**src/rtl/stc_pkg.sv**
```systemverilog
// shared constants and carrier types for the transceiver control/status block
package stc_pkg;
  // line rates, encoding as the rate select pair {bit1,bit0}
  typedef enum logic [1:0] {
    STC_RATE_OC48 = 2'h0,
    STC_RATE_OC24 = 2'h1,
    STC_RATE_OC12 = 2'h2,
    STC_RATE_OC3 = 2'h3
  } stc_rate_e;
  // operating mode encoding {bit1,bit0}
  typedef enum logic [1:0] {
    STC_MODE_DUPLEX = 2'h0,
    STC_MODE_RX_ONLY = 2'h1,
    STC_MODE_TX_ONLY = 2'h2,
    STC_MODE_REPEATER = 2'h3
  } stc_mode_e;
  // clock and timing
  localparam int unsigned STC_CLK_MHZ = 125;
  localparam real STC_LOS_TIME_US = 2.3;
  // longest quiet time before loss of signal, rounded down to whole cycles
  localparam int unsigned STC_LOS_CYCLES = int'($floor(STC_LOS_TIME_US * STC_CLK_MHZ));
  localparam int unsigned STC_LOS_CNT_W = 9;
  // pattern checker
  localparam int unsigned STC_PRBS_W = 7;
  localparam logic [6:0] STC_PRBS_SEED = 7'h7F;
  localparam logic [3:0] STC_PASS_RUN = 4'hF;
  // fifo pointer width and reset value of write-ahead spacing
  localparam int unsigned STC_FIFO_AW = 3;
  localparam logic [2:0] STC_FIFO_WR_RST = 3'h4;
  // register interface offsets
  localparam logic [3:0] STC_REG_CTRL = 4'h0;
  localparam logic [3:0] STC_REG_STATUS = 4'h4;
  localparam logic [3:0] STC_REG_IRQ = 4'h8;
  localparam logic [3:0] STC_REG_MASK = 4'hC;
  // interrupt status bit positions
  localparam int unsigned STC_IRQ_LOS = 0;
  localparam int unsigned STC_IRQ_COLL = 1;
  localparam int unsigned STC_IRQ_PASS = 2;
  localparam int unsigned STC_IRQ_W = 3;
  localparam logic [2:0] STC_MASK_RST = 3'h0;
  // strap pins grouped as they arrive from board or framer
  typedef struct packed {
    logic pattern_test_enable;
    logic detect_polarity_select;
    logic optical_signal_detect;
    logic rate_autodetect_enable;
    logic remote_loopback_enable;
    logic rate_select_bit1;
    logic rate_select_bit0;
    logic repeater_listen_enable;
    logic factory_test_mode;
    logic deemphasis_bit2;
    logic deemphasis_bit1;
    logic operating_mode_bit1;
    logic operating_mode_bit0;
    logic fifo_reset_n;
  } stc_pins_s;
  // per-block power enables derived from mode
  typedef struct packed {
    logic tx_on;
    logic rx_on;
    logic demux_on;
  } stc_power_s;
endpackage

```
**src/rtl/stc_ctrl.sv**
```systemverilog
// control and status logic of a multirate serial transceiver
module stc_ctrl (
  // clock and reset
  input wire logic core_clk,
  input wire logic rstn,
  // pins from board straps or framer
  input wire stc_pkg::stc_pins_s pins,
  // serial-side data, one bit per cycle at this rate
  input wire logic serial_in,
  input wire logic tx_par_bit,
  input wire logic tx_wr_en,
  output logic serial_out,
  output logic rx_par_bit,
  output logic rx_par_valid,
  // status to framer
  output logic pattern_check_pass,
  output logic signal_absent_flag,
  output logic cdr_lock_flag,
  output logic detected_rate_code_bit0,
  output logic detected_rate_code_bit1,
  output logic tx_fifo_collision,
  output logic [1:0] deemphasis_level,
  output stc_pkg::stc_power_s power_en,
  output logic [1:0] line_rate,
  // register port
  input wire logic [3:0] reg_addr,
  input wire logic [31:0] reg_wdata,
  input wire logic reg_wr,
  input wire logic reg_rd,
  output logic [31:0] reg_rdata,
  output logic irq
);
  logic rst_s1_ff, rst_s2_ff;
  stc_pkg::stc_pins_s pins_s1_ff, pins_ff;
  logic ser_s1_ff, ser_ff, ser_d_ff;
  always_ff @(posedge core_clk or negedge rstn) begin
    if (!rstn) begin
      rst_s1_ff <= 1'b0;
      rst_s2_ff <= 1'b0;
    end else begin
      rst_s1_ff <= 1'b1;
      rst_s2_ff <= rst_s1_ff;
    end
  end
  wire rst_n = rst_s2_ff;
  // every pin is asynchronous to core_clk, so two stages first
  always_ff @(posedge core_clk or negedge rst_n) begin
    if (!rst_n) begin
      pins_s1_ff <= '0;
      pins_ff <= '0;
      ser_s1_ff <= 1'b0;
      ser_ff <= 1'b0;
      ser_d_ff <= 1'b0;
    end else begin
      pins_s1_ff <= pins;
      pins_ff <= pins_s1_ff;
      ser_s1_ff <= serial_in;
      ser_ff <= ser_s1_ff;
      ser_d_ff <= ser_ff;
    end
  end

  function automatic logic [6:0] prbs_step(input logic [6:0] s);
    prbs_step = {s[5:0], s[6] ^ s[5]};
  endfunction

  // mode and power decode
  wire stc_pkg::stc_mode_e mode = stc_pkg::stc_mode_e'({pins_ff.operating_mode_bit1,
                                                         pins_ff.operating_mode_bit0});
  wire is_rep = (mode == stc_pkg::STC_MODE_REPEATER);
  wire tx_on = (mode != stc_pkg::STC_MODE_RX_ONLY);
  wire rx_on = (mode != stc_pkg::STC_MODE_TX_ONLY);
  wire demux_on = is_rep ? pins_ff.repeater_listen_enable : rx_on;
  wire [1:0] sel_rate = {pins_ff.rate_select_bit1, pins_ff.rate_select_bit0};
  wire sig_active = pins_ff.optical_signal_detect ^ pins_ff.detect_polarity_select;
  wire fifo_rst = !pins_ff.fifo_reset_n;

  // loss of signal: quiet-line counter
  logic [stc_pkg::STC_LOS_CNT_W-1:0] quiet_ff;
  logic los_ff;
  wire edge_seen = ser_ff ^ ser_d_ff;
  wire quiet_max = (quiet_ff == stc_pkg::STC_LOS_CNT_W'(stc_pkg::STC_LOS_CYCLES));
  wire [stc_pkg::STC_LOS_CNT_W-1:0] nxt_quiet = edge_seen ? '0 :
    (quiet_max ? quiet_ff : quiet_ff + 1'b1);
  wire nxt_los = sig_active || quiet_max;
  always_ff @(posedge core_clk or negedge rst_n) begin
    if (!rst_n) begin
      quiet_ff <= '0;
      los_ff <= 1'b0;
    end else begin
      quiet_ff <= nxt_quiet;
      los_ff <= nxt_los;
    end
  end

  // lock flag: stands for recovery lock, cleared by reset pin or line loss
  logic lock_ff;
  always_ff @(posedge core_clk or negedge rst_n) begin
    if (!rst_n) lock_ff <= 1'b0;
    else lock_ff <= !fifo_rst && rx_on && !los_ff && edge_seen ? 1'b1 :
                    (fifo_rst || los_ff ? 1'b0 : lock_ff);
  end

  // transmit fifo: a small circular buffer; read side runs every cycle,
  // so a stalled writer lets pointers meet, which the collision flag reports
  logic [(1<<stc_pkg::STC_FIFO_AW)-1:0] fifo_ff;
  logic [stc_pkg::STC_FIFO_AW-1:0] wp_ff, rp_ff;
  logic coll_ff;
  wire [stc_pkg::STC_FIFO_AW-1:0] nxt_wp = wp_ff + (tx_wr_en ? 1'b1 : 1'b0);
  wire [stc_pkg::STC_FIFO_AW-1:0] nxt_rp = rp_ff + 1'b1;
  wire clash = (nxt_wp == nxt_rp);
  always_ff @(posedge core_clk or negedge rst_n) begin
    if (!rst_n) begin
      fifo_ff <= '0;
      wp_ff <= stc_pkg::STC_FIFO_WR_RST;
      rp_ff <= '0;
      coll_ff <= 1'b0;
    end else if (fifo_rst || !tx_on) begin
      wp_ff <= stc_pkg::STC_FIFO_WR_RST;
      rp_ff <= '0;
      coll_ff <= 1'b0;
    end else begin
      if (tx_wr_en) fifo_ff[wp_ff] <= tx_par_bit;
      wp_ff <= nxt_wp;
      rp_ff <= nxt_rp;
      coll_ff <= coll_ff || clash;
    end
  end

  // pattern generator and checker
  logic [6:0] gen_ff, chk_ff;
  logic [3:0] run_ff;
  logic pass_ff;
  wire pat_en = pins_ff.pattern_test_enable;
  wire [6:0] chk_pred = prbs_step(chk_ff);
  wire pat_ok = (ser_ff == chk_pred[0]);
  always_ff @(posedge core_clk or negedge rst_n) begin
    if (!rst_n) begin
      gen_ff <= stc_pkg::STC_PRBS_SEED;
      chk_ff <= stc_pkg::STC_PRBS_SEED;
      run_ff <= '0;
      pass_ff <= 1'b0;
    end else if (!pat_en) begin
      run_ff <= '0;
      pass_ff <= 1'b0;
    end else begin
      gen_ff <= prbs_step(gen_ff);
      chk_ff <= {chk_ff[5:0], ser_ff}; // self-synchronising checker
      run_ff <= !pat_ok ? '0 : (run_ff == stc_pkg::STC_PASS_RUN ? run_ff : run_ff + 1'b1);
      pass_ff <= pat_ok && (run_ff == stc_pkg::STC_PASS_RUN);
    end
  end

  // serial output selection: absent forces zeroes over loopback and pattern
  logic sout_ff, rxp_ff, rxv_ff;
  wire fifo_q = fifo_ff[rp_ff];
  wire nxt_sout = !tx_on || los_ff ? 1'b0 :
    (pins_ff.remote_loopback_enable || is_rep) ? ser_ff :
    (pat_en ? gen_ff[0] : fifo_q);
  always_ff @(posedge core_clk or negedge rst_n) begin
    if (!rst_n) begin
      sout_ff <= 1'b0;
      rxp_ff <= 1'b0;
      rxv_ff <= 1'b0;
    end else begin
      sout_ff <= nxt_sout;
      rxp_ff <= demux_on ? ser_ff : 1'b0;
      rxv_ff <= demux_on;
    end
  end

  // rate reporting and de-emphasis level
  logic [1:0] rate_ff, code_ff, deemph_ff;
  logic [2:0] pwr_ff;
  always_ff @(posedge core_clk or negedge rst_n) begin
    if (!rst_n) begin
      rate_ff <= stc_pkg::STC_RATE_OC48;
      code_ff <= '0;
      deemph_ff <= '0;
      pwr_ff <= '0;
    end else begin
      rate_ff <= pins_ff.rate_autodetect_enable ? code_ff : sel_rate;
      // detected code tracks the rate select pins; only reported when enabled
      code_ff <= pins_ff.rate_autodetect_enable ? sel_rate : '0;
      deemph_ff <= {pins_ff.deemphasis_bit2, pins_ff.deemphasis_bit1};
      pwr_ff <= {tx_on, rx_on, demux_on};
    end
  end

  // interrupt status, mask and status register readback
  logic [stc_pkg::STC_IRQ_W-1:0] ist_ff, msk_ff;
  logic [31:0] rd_ff;
  logic irq_ff, los_d_ff, pass_d_ff;
  wire [stc_pkg::STC_IRQ_W-1:0] ev = {pass_ff & ~pass_d_ff, coll_ff, los_ff & ~los_d_ff};
  wire wr_ist = reg_wr && (reg_addr == stc_pkg::STC_REG_IRQ);
  wire [stc_pkg::STC_IRQ_W-1:0] clr = wr_ist ? reg_wdata[stc_pkg::STC_IRQ_W-1:0] : '0;
  wire [stc_pkg::STC_IRQ_W-1:0] nxt_ist = (ist_ff & ~clr) | ev;
  wire [31:0] stat_word = {22'h0, rate_ff, code_ff, deemph_ff, lock_ff, coll_ff, los_ff,
                           pass_ff};
  wire [31:0] nxt_rd = (reg_addr == stc_pkg::STC_REG_STATUS) ? stat_word :
    (reg_addr == stc_pkg::STC_REG_IRQ) ? {29'h0, ist_ff} :
    (reg_addr == stc_pkg::STC_REG_MASK) ? {29'h0, msk_ff} : 32'h0;
  always_ff @(posedge core_clk or negedge rst_n) begin
    if (!rst_n) begin
      ist_ff <= '0;
      msk_ff <= stc_pkg::STC_MASK_RST;
      rd_ff <= '0;
      irq_ff <= 1'b0;
      los_d_ff <= 1'b0;
      pass_d_ff <= 1'b0;
    end else begin
      ist_ff <= nxt_ist;
      if (reg_wr && reg_addr == stc_pkg::STC_REG_MASK) msk_ff <= reg_wdata[2:0];
      rd_ff <= reg_rd ? nxt_rd : 32'h0;
      irq_ff <= |(nxt_ist & msk_ff);
      los_d_ff <= los_ff;
      pass_d_ff <= pass_ff;
    end
  end

  assign serial_out = sout_ff;
  assign rx_par_bit = rxp_ff;
  assign rx_par_valid = rxv_ff;
  assign pattern_check_pass = pass_ff;
  assign signal_absent_flag = los_ff;
  assign cdr_lock_flag = lock_ff;
  assign detected_rate_code_bit0 = code_ff[0];
  assign detected_rate_code_bit1 = code_ff[1];
  assign tx_fifo_collision = coll_ff;
  assign deemphasis_level = deemph_ff;
  assign power_en = pwr_ff;
  assign line_rate = rate_ff;
  assign reg_rdata = rd_ff;
  assign irq = irq_ff;

  // pattern test
  a_pass_low_off: assert property (@(posedge core_clk) disable iff (!rst_n)
    !pat_en |=> !pass_ff)
    else $error("pass high with pattern off");
  a_pass_rise: assert property (@(posedge core_clk) disable iff (!rst_n)
    $rose(pass_ff) |-> $past(pat_en) && $past(pat_ok))
    else $error("pass raised without a matching bit");
  a_pass_drop: assert property (@(posedge core_clk) disable iff (!rst_n)
    pat_en && !pat_ok |=> !pass_ff)
    else $error("pass held over a wrong bit");
  a_gen_live: assert property (@(posedge core_clk) disable iff (!rst_n)
    pat_en && tx_on && !los_ff && !is_rep && !pins_ff.remote_loopback_enable
    |=> sout_ff == $past(gen_ff[0]))
    else $error("generator not on the line");

  // signal detect, loss of signal and loopback
  a_absent_on_detect: assert property (@(posedge core_clk) disable iff (!rst_n)
    sig_active |=> los_ff)
    else $error("absent not raised");
  a_normal_flow: assert property (@(posedge core_clk) disable iff (!rst_n)
    !sig_active && !quiet_max |=> !los_ff)
    else $error("absent raised on a live line");
  a_zero_on_absent: assert property (@(posedge core_clk) disable iff (!rst_n)
    los_ff |=> !sout_ff)
    else $error("data sent during absence");
  a_quiet_los: assert property (@(posedge core_clk) disable iff (!rst_n)
    quiet_max |=> los_ff)
    else $error("quiet line not flagged");
  a_loop_data: assert property (@(posedge core_clk) disable iff (!rst_n)
    pins_ff.remote_loopback_enable && tx_on && !los_ff |=> sout_ff == $past(ser_ff))
    else $error("loopback data wrong");

  // rate, de-emphasis, mode and power
  a_code_off: assert property (@(posedge core_clk) disable iff (!rst_n)
    !pins_ff.rate_autodetect_enable |=> code_ff == 2'h0)
    else $error("rate code shown without autodetect");
  a_code_on: assert property (@(posedge core_clk) disable iff (!rst_n)
    pins_ff.rate_autodetect_enable |=> code_ff == $past(sel_rate))
    else $error("rate code not reported");
  a_rate_sel: assert property (@(posedge core_clk) disable iff (!rst_n)
    !pins_ff.rate_autodetect_enable |=> rate_ff == $past(sel_rate))
    else $error("line rate not from select pins");
  a_deemph_level: assert property (@(posedge core_clk) disable iff (!rst_n)
    pins_ff.deemphasis_bit2 || !pins_ff.deemphasis_bit2
    |=> deemph_ff[1] == $past(pins_ff.deemphasis_bit2) && deemph_ff[0] == $past(pins_ff.deemphasis_bit1))
    else $error("de-emphasis level wrong");
  a_demux_off: assert property (@(posedge core_clk) disable iff (!rst_n)
    is_rep && !pins_ff.repeater_listen_enable |=> !rxv_ff && !rxp_ff)
    else $error("demux on while not listening");
  a_listen_on: assert property (@(posedge core_clk) disable iff (!rst_n)
    is_rep && pins_ff.repeater_listen_enable |=> rxv_ff && (rxp_ff == $past(ser_ff)))
    else $error("listen data missing");
  a_tx_only_power: assert property (@(posedge core_clk) disable iff (!rst_n)
    mode == stc_pkg::STC_MODE_TX_ONLY |=> pwr_ff == 3'h4)
    else $error("transmit only power wrong");
  a_rx_only_power: assert property (@(posedge core_clk) disable iff (!rst_n)
    mode == stc_pkg::STC_MODE_RX_ONLY |=> pwr_ff == 3'h3)
    else $error("receive only power wrong");
  a_duplex_power: assert property (@(posedge core_clk) disable iff (!rst_n)
    mode == stc_pkg::STC_MODE_DUPLEX |=> pwr_ff == 3'h7)
    else $error("duplex power wrong");
  a_tx_off_zero: assert property (@(posedge core_clk) disable iff (!rst_n)
    !tx_on |=> !sout_ff)
    else $error("serial output live with transmitter off");

  // fifo, lock and interrupt status
  a_coll_sticky: assert property (@(posedge core_clk) disable iff (!rst_n)
    coll_ff && !fifo_rst && tx_on |=> coll_ff)
    else $error("collision lost");
  a_coll_set: assert property (@(posedge core_clk) disable iff (!rst_n)
    clash && !fifo_rst && tx_on |=> coll_ff)
    else $error("collision not flagged");
  a_fifo_idle: assert property (@(posedge core_clk) disable iff (!rst_n)
    !tx_on |=> !coll_ff)
    else $error("collision with transmitter off");
  a_fifo_reset: assert property (@(posedge core_clk) disable iff (!rst_n)
    fifo_rst |=> !coll_ff && !lock_ff)
    else $error("reset ignored");
  a_event_kept: assert property (@(posedge core_clk) disable iff (!rst_n)
    ev[stc_pkg::STC_IRQ_LOS] |=> ist_ff[stc_pkg::STC_IRQ_LOS])
    else $error("absent event lost");

  // main scenarios
  c_pass: cover property (@(posedge core_clk) disable iff (!rst_n) pass_ff);
  c_los: cover property (@(posedge core_clk) disable iff (!rst_n) quiet_max);
  c_coll: cover property (@(posedge core_clk) disable iff (!rst_n) coll_ff);
  c_listen: cover property (@(posedge core_clk) disable iff (!rst_n) is_rep && rxv_ff);
  c_auto: cover property (@(posedge core_clk) disable iff (!rst_n) pins_ff.rate_autodetect_enable);
endmodule // stc_ctrl

```
**config.mk**
```make
export PLATFORM = sky130hd
export DESIGN_NAME = stc_ctrl
export DESIGN_NICKNAME = d
export VERILOG_FILES = /design/src/rtl/stc_pkg.sv /design/src/rtl/stc_ctrl.sv
export SDC_FILE = /design/constraint.sdc
export NUM_CORES = 1
export LEC_CHECK = 0
export BUFFER_PORTS_ARGS = -buffer_cell sky130_fd_sc_hd__buf_4
export CORE_UTILIZATION = 52
export DETAILED_ROUTE_END_ITERATION = 16
export MAX_ROUTING_LAYER = met4
export PLACE_DENSITY = 0.79
export SETUP_SLACK_MARGIN = 0.1
export SLEW_MARGIN = 25
export SYNTH_ARGS = -nofsm -noshare
export SYNTH_HDL_FRONTEND = slang
export SYNTH_SLANG_ARGS = --single-unit
```
**constraint.sdc**
```tcl
create_clock -name core_clk -period 3.8 [get_ports core_clk]
set_clock_uncertainty 0.15 [all_clocks]
set_input_delay 0 -clock core_clk [delete_from_list [all_inputs] [get_ports core_clk]]
set_output_delay 0 -clock core_clk [all_outputs]
set_load 0.05 [all_outputs]
```
== Word level (Yosys, flattened, before mapping) ==
Index checks and enable logic that the tools add are counted.

* Flip-flop bits (word level): 107
* Output and inout port bits: 49
* Word-level logic and storage cells: 135

* Add/sub/neg operators: 4
* Magnitude comparators: 3
* Equality and inequality tests: 12
* Muxes and demuxes: 29
* Bitwise logic cells: 13
* Reduce and logical (&&, ||, !) cells: 19

{| class="wikitable"
|+ Operator list
! kind !! count
|-
| two-way mux 10 bit || 2
|-
| two-way mux 9 bit || 2
|-
| two-way mux 3 bit || 5
|-
| == test 4 bit, second input constant || 3
|-
| two-way mux 1 bit || 12
|-
| two-way mux 4 bit || 3
|-
| adder 9 x 1 -> 9 bit, second input constant || 1
|-
| == test 9 bit, second input constant || 1
|-
| bitwise mux 8 bit || 1
|-
| < comparator 3 x 4 -> 1 bit, second input constant || 2
|-
| logical AND 1 bit || 7
|-
| AND 3 bit || 2
|-
| logical OR 1 bit || 6
|-
| adder 4 x 1 -> 4 bit, second input constant || 1
|-
| == test 4 x 3 -> 1 bit, second input constant || 1
|-
| two-way mux 2 bit || 2
|-
| inequality test 2 bit, second input constant || 2
|-
| bitwise XOR 1 bit || 4
|-
| adder 3 x 1 -> 3 bit || 1
|-
| adder 3 x 1 -> 3 bit, second input constant || 1
|-
| binary-select mux 1 bit (select 3 bit) || 1
|-
| demux 1 bit (select 3 bit) || 1
|-
| == test 3 bit || 1
|-
| greater-or-equal comparator 3 x 1 -> 1 bit, second input constant || 1
|-
| other kinds (12) || 17
|}

== Longest topological paths before layout ==
* Word-level depth: 8
* Depth in mapped cells: 6

== Worst setup path before layout ==
Ideal clock, no wire load.

* Kind: register to register
* Start: register quiet_ff[0] (netlist name)
* End: register quiet_ff[5] (netlist name)
* Library setup time: 0.080 ns
* Data arrival time: 1.483 ns
* Data required time: 3.570 ns
* Slack: 2.087 ns
* Stages on the path, launching flop included: 6
* Path buffers: 0
* Period minus slack after synthesis: 1.713 ns
* Cells stage by stage: dfrtp_1 > ha_1 > nand4_1 > nor2_8 > or4_1 > a21oi_1

* Longest elaborated chain between the ends: 3
* Elaborated cells between the ends (all ways): 5
* Those cells by class: 1 x add/sub; 2 x eq/ne; 2 x mux

{| class="wikitable"
|+ Ends and longest elaborated chain
! what !! line !! source
|-
| start, declared || stc_ctrl.sv:79 || <nowiki>logic [stc_pkg::STC_LOS_CNT_W-1:0] quiet_ff;</nowiki>
|-
| start signal, assigned || stc_ctrl.sv:91 || <nowiki>quiet_ff <= nxt_quiet;</nowiki>
|-
| adder 9 x 1 -> 9 bit || stc_ctrl.sv:84 || <nowiki>(quiet_max ? quiet_ff : quiet_ff + 1'b1);</nowiki>
|-
| two-way mux 9 bit || stc_ctrl.sv:84 ||
|-
| two-way mux 9 bit || stc_ctrl.sv:83 || <nowiki>wire [stc_pkg::STC_LOS_CNT_W-1:0] nxt_quiet = edge_seen ? '0 :</nowiki>
|}

Parallel ways exist; a longest one is shown, timed or not. The select of a mux whose other input is x is not followed.
A chain may end at the register's enable or synchronous reset.

== Final worst setup path ==
* Start: input reg_addr[1]
* End: register rd_ff[2], in the netlist reg_rdata[2]

* Longest elaborated chain between the ends: 5
* Elaborated cells between the ends (all ways): 7
* Those cells by class: 3 x eq/ne; 4 x mux

{| class="wikitable"
|+ Ends and longest elaborated chain
! what !! line !! source
|-
| start, declared || stc_ctrl.sv:26 || <nowiki>input wire logic [3:0] reg_addr,</nowiki>
|-
| == test 4 bit || stc_ctrl.sv:202 || <nowiki>(reg_addr == stc_pkg::STC_REG_MASK) ? {29'h0, msk_ff} : 32'h0;</nowiki>
|-
| two-way mux 3 bit || stc_ctrl.sv:202 ||
|-
| two-way mux 3 bit || stc_ctrl.sv:201 || <nowiki>(reg_addr == stc_pkg::STC_REG_IRQ) ? {29'h0, ist_ff} :</nowiki>
|-
| two-way mux 10 bit * || stc_ctrl.sv:200 || <nowiki>wire [31:0] nxt_rd = (reg_addr == stc_pkg::STC_REG_STATUS) ? stat_word :</nowiki>
|-
| two-way mux 10 bit * || stc_ctrl.sv:214 || <nowiki>rd_ff <= reg_rd ? nxt_rd : 32'h0;</nowiki>
|-
| end signal, assigned || stc_ctrl.sv:214 ||
|-
| end, declared || stc_ctrl.sv:192 || <nowiki>logic [31:0] rd_ff;</nowiki>
|}

Every way passes the cells marked *; elsewhere a longest branch is shown, timed or not.

==> parameters.txt <==
Parameter                              Value

Yosys
  Synthesis warning total ... 0
  Commonest register cell after synthesis ... dfrtp_1
  Avg Cell Area, Syn ... around 13 um^2
  Ranking of synthesized cells by instance count ... dfrtp_1, nor2_1, mux2_2, buf_4, nand2_1
  Flops & latches, synth ... about 110
  Sequential element share of the synthesized area ... 64.9%
  Proportion of synthesized flip-flops having asynchronous set or reset ... 100%
  Cell area after synthesis ... 4120 um^2
  Most instantiated library cell after synthesis ... dfrtp_1
  Share of Yosys cell area claimed by the top area cell type ... 55.3%
  Synth area leader ... dfrtp_1
  Post-synthesis cell type count ... 42
  Count of flip-flops with a built-in enable after synthesis ... 0
  Post-Syn Instances ... 311
  Top area cells in the synthesized netlist ... dfrtp_1, dfstp_2, mux2_2

Timing
  Max-slew violation count ... 0
  Worst-case headroom to the max-slew limit ... between 40% and 50%
  Setup Total Neg Slack ... 0 ns
  Final period utilization ... ~53%
  Hold Violations, Final ... 8
  Highest clock frequency the design can meet ... 497 MHz
  Worst Tran Pin Value ... between 0.8 and 0.9 ns
  RSZ-0062 raised after global routing ... no
  Final setup violation count ... 0
  Minimum hold slack ... -0.00246 ns
  Tmin final ... slightly above 2 ns

Worst setup path
  CP max FO ... 3
  Critical register-to-register path endpoint ... quiet_ff[5]
  Arr. time, crit path ... 2.17 ns
  CP endpoint kind ... flop
  Number of cells traversed by the worst register-to-register path ... 5
  Critical path class ... in -> reg
  Launching point of the worst reg2reg path ... quiet_ff[0]
  Startpoint class of the critical path ... input port
  Worst endpoint required time ... 3.96 ns
  Slack of the worst reg-to-reg path ... a little under 2 ns

Floorplan
  Die X-Extent ... roughly 91 um
  Core footprint ... slightly below 8000 um^2
  Floorplan die area ... 8280 um^2
  Ports ... between 100 and 150
  Effective utilization at floorplan ... between 50% and 60%
  Vertical extent of the die ... ~91 um
  Placement Rows ... 32

CTS
  Clock Root Buffer ... clkbuf_8
  Clock input transition at the sequential cells of the worst setup and hold paths ... 0.10 ns
  Clock tree from TritonCTS ... done
  Max Root-Sink Buffers ... 2
  Number of buffers created by CTS ... 9
  Num Clock Sinks ... between 100 and 150
  Insertion delay of the later-clocked pin in the worst-skew pair ... ~0.36 ns
  H-tree depth ... 3

Status
  Status ... finished with violations
  Violations in the final reports ... negative hold slack

Power
  Total power draw ... 2.48 mW
  Total power density per cell area ... just under 500 nW/um^2
  Leakage power summed over all cells ... roughly 2.4 nW
  IR drop worst, VDD ... 0.298 mV

Placed design
  RePlAce Congestion ... between 0.8 and 0.9
  Port-buffer cells ... 53
  Final HPWL from detailed placement ... 4290 um
  Placed cell count ... about 460

Routing
  Post-detailed-route count of antenna-violating nets ... 0
  Post-route DRC violation count ... 0
  Top layer reached by signal wires ... met4
  Average via count per standard cell ... 4.97
  Met1 wire length ... roughly 2900 um
  Starting DRC count in detailed routing ... ~150
  Average routed wire per standard cell ... 13.0 um
  Final Routed Wirelength ... roughly 6600 um
  Met3 wire len ... between 200 and 300 um
  Total number of vias ... between 2k and 3k
  Met2 wirelength from detailed routing ... 3350 um
  First drt pass iteration count ... 4

Cells and area
  Net count reported at finish ... 466
  Fraction of layout cells with a size suffix above 1 ... about 29%
  Filler Cell Count ... 550
  Post-layout instance count excluding filler cells ... 511
  Layout Area Growth over Synthesis ... 23.4%
  Core Util, Final ... roughly two thirds
  N_diodes ... 0

GRT
  Via count of the first global-routing pass ... roughly 2.4k
  Initial antenna violation count ... 0
  GRT Overall Usage ... between 10% and 20%
  Largest net degree at the start of global routing ... 60
  First-pass GRT wire length ... around 11000 um
  Remaining global-route overflow ... 0

Min path
  Min-delay worst type ... reg -> async

Flow run
  Max-capacitance violation count ... 0
final cells by class:
type	instances	area (um^2)	share of cell area (%)
sequential	106	2680	52.6
inverter	2	7.51	0.148
clock buffer	10	128	2.51
clock inverter	6	73.8	1.45
tap	102	128	2.51
timing repair buffer	88	743	14.6
multi-input combinational	197	1330	26.1
kinds of logic after synthesis:
kind of cell / count (synthesis) / synth area share (%)
and+or+nand+nor: 93 / 12.0
DFF: 106 / 64.9
xor gates and xnor gates: 15 / 3.19
other: 2 / 0.182
AOI/OAI and AO/OA: 29 / 4.50
adders and majority gates: 5 / 1.52
buffers and inverters: 29 / 4.83
muxes: 32 / 8.90
layer usage:
metal | vias to the layer above | GRT usage (%)
met5 | - | -
met2 | 64 | 28.5
met3 | 8 | 4.86
met1 | 1266 | 23.2
li1 | 1203 | -
met4 | 0 | 6.75
how the worst max path moves through the flow:
| stage | endpoint | slack [ns] | cells past startpoint | from |
|---|---|---|---|---|
| 2_1_floorplan | cdr_lock_flag | 0.50 | 0 | rst_n |
| 3_3_place_gp | fifo_ff[0] | 2.01 | 4 | mode[1] |
| 3_5_place_dp | quiet_ff[5] | 1.98 | 5 | quiet_ff[0] |
| 4_1_cts | reg_rdata[2] | 1.87 | 7 | reg_addr[1] |
| 5_1_grt | reg_rdata[2] | 1.75 | 7 | reg_addr[1] |
| 6_report | reg_rdata[2] | 1.79 | 7 | reg_addr[1] |
flip-flops by register name, summed over array words and instances, names as in the netlist, 2 cells and up:
| signal | cells |
|---|---|
| power_en | 3 |
| pins_ff | 10 |
| chk_ff | 7 |
| line_rate | 2 |
| reg_rdata | 10 |
| code_ff | 2 |
| wp_ff | 3 |
| rp_ff | 3 |
| quiet_ff | 9 |
| deemphasis_level | 2 |
| fifo_ff | 8 |
| mode | 2 |
| pins_s1_ff | 13 |
| ist_ff | 3 |
| gen_ff | 7 |
| run_ff | 4 |
| msk_ff | 3 |
through the flow:
step	cell area, um^2	setup slack, ns
4_1_cts	5080	1.87
5_1_grt	5080	1.75
3_5_place_dp	4550	1.98
6_report	5080	1.79
3_3_place_gp	4550	2.01
2_1_floorplan	4200	0.505
cell usage in the layout (no fill, tap or decap), drive strengths merged, types with 7 or more instances in the layout:
cell type and count:
conb 23, nand2 16, dfstp 15, and2 10, dlygate4sd3 33, mux2 27, nor2 30, dfrtp 91
xnor2 9, clkbuf 10, o21ai 7, a21oi 7, buf 55
critical path, cell delays in order:
cell and delay (ns):
dlygate4sd3_1 0.55, buf_4 0.14, nor2_1 0.14, nand2_1 0.08, dlygate4sd3_1 0.60, nor2_1 0.11, dlygate4sd3_1 0.55
where the power goes:
| part | switching (mW) | internal, mW | total [mW] |
|---|---|---|---|
| Combinational | 0.222 | 0.185 | 0.407 |
| Sequential | 0.0875 | 1.29 | 1.38 |
| Clock | 0.378 | 0.313 | 0.691 |
| Total | 0.688 | 1.79 | 2.48 |
timing repair:
action / CTS / global route
gates resized for setup: 0 / 0
endpoints found under the hold margin: 43 / 0
hold buffers: 33 / 0
buffers inserted: 0 / 0
No activity file was read; power rests on OpenSTA's default activity.
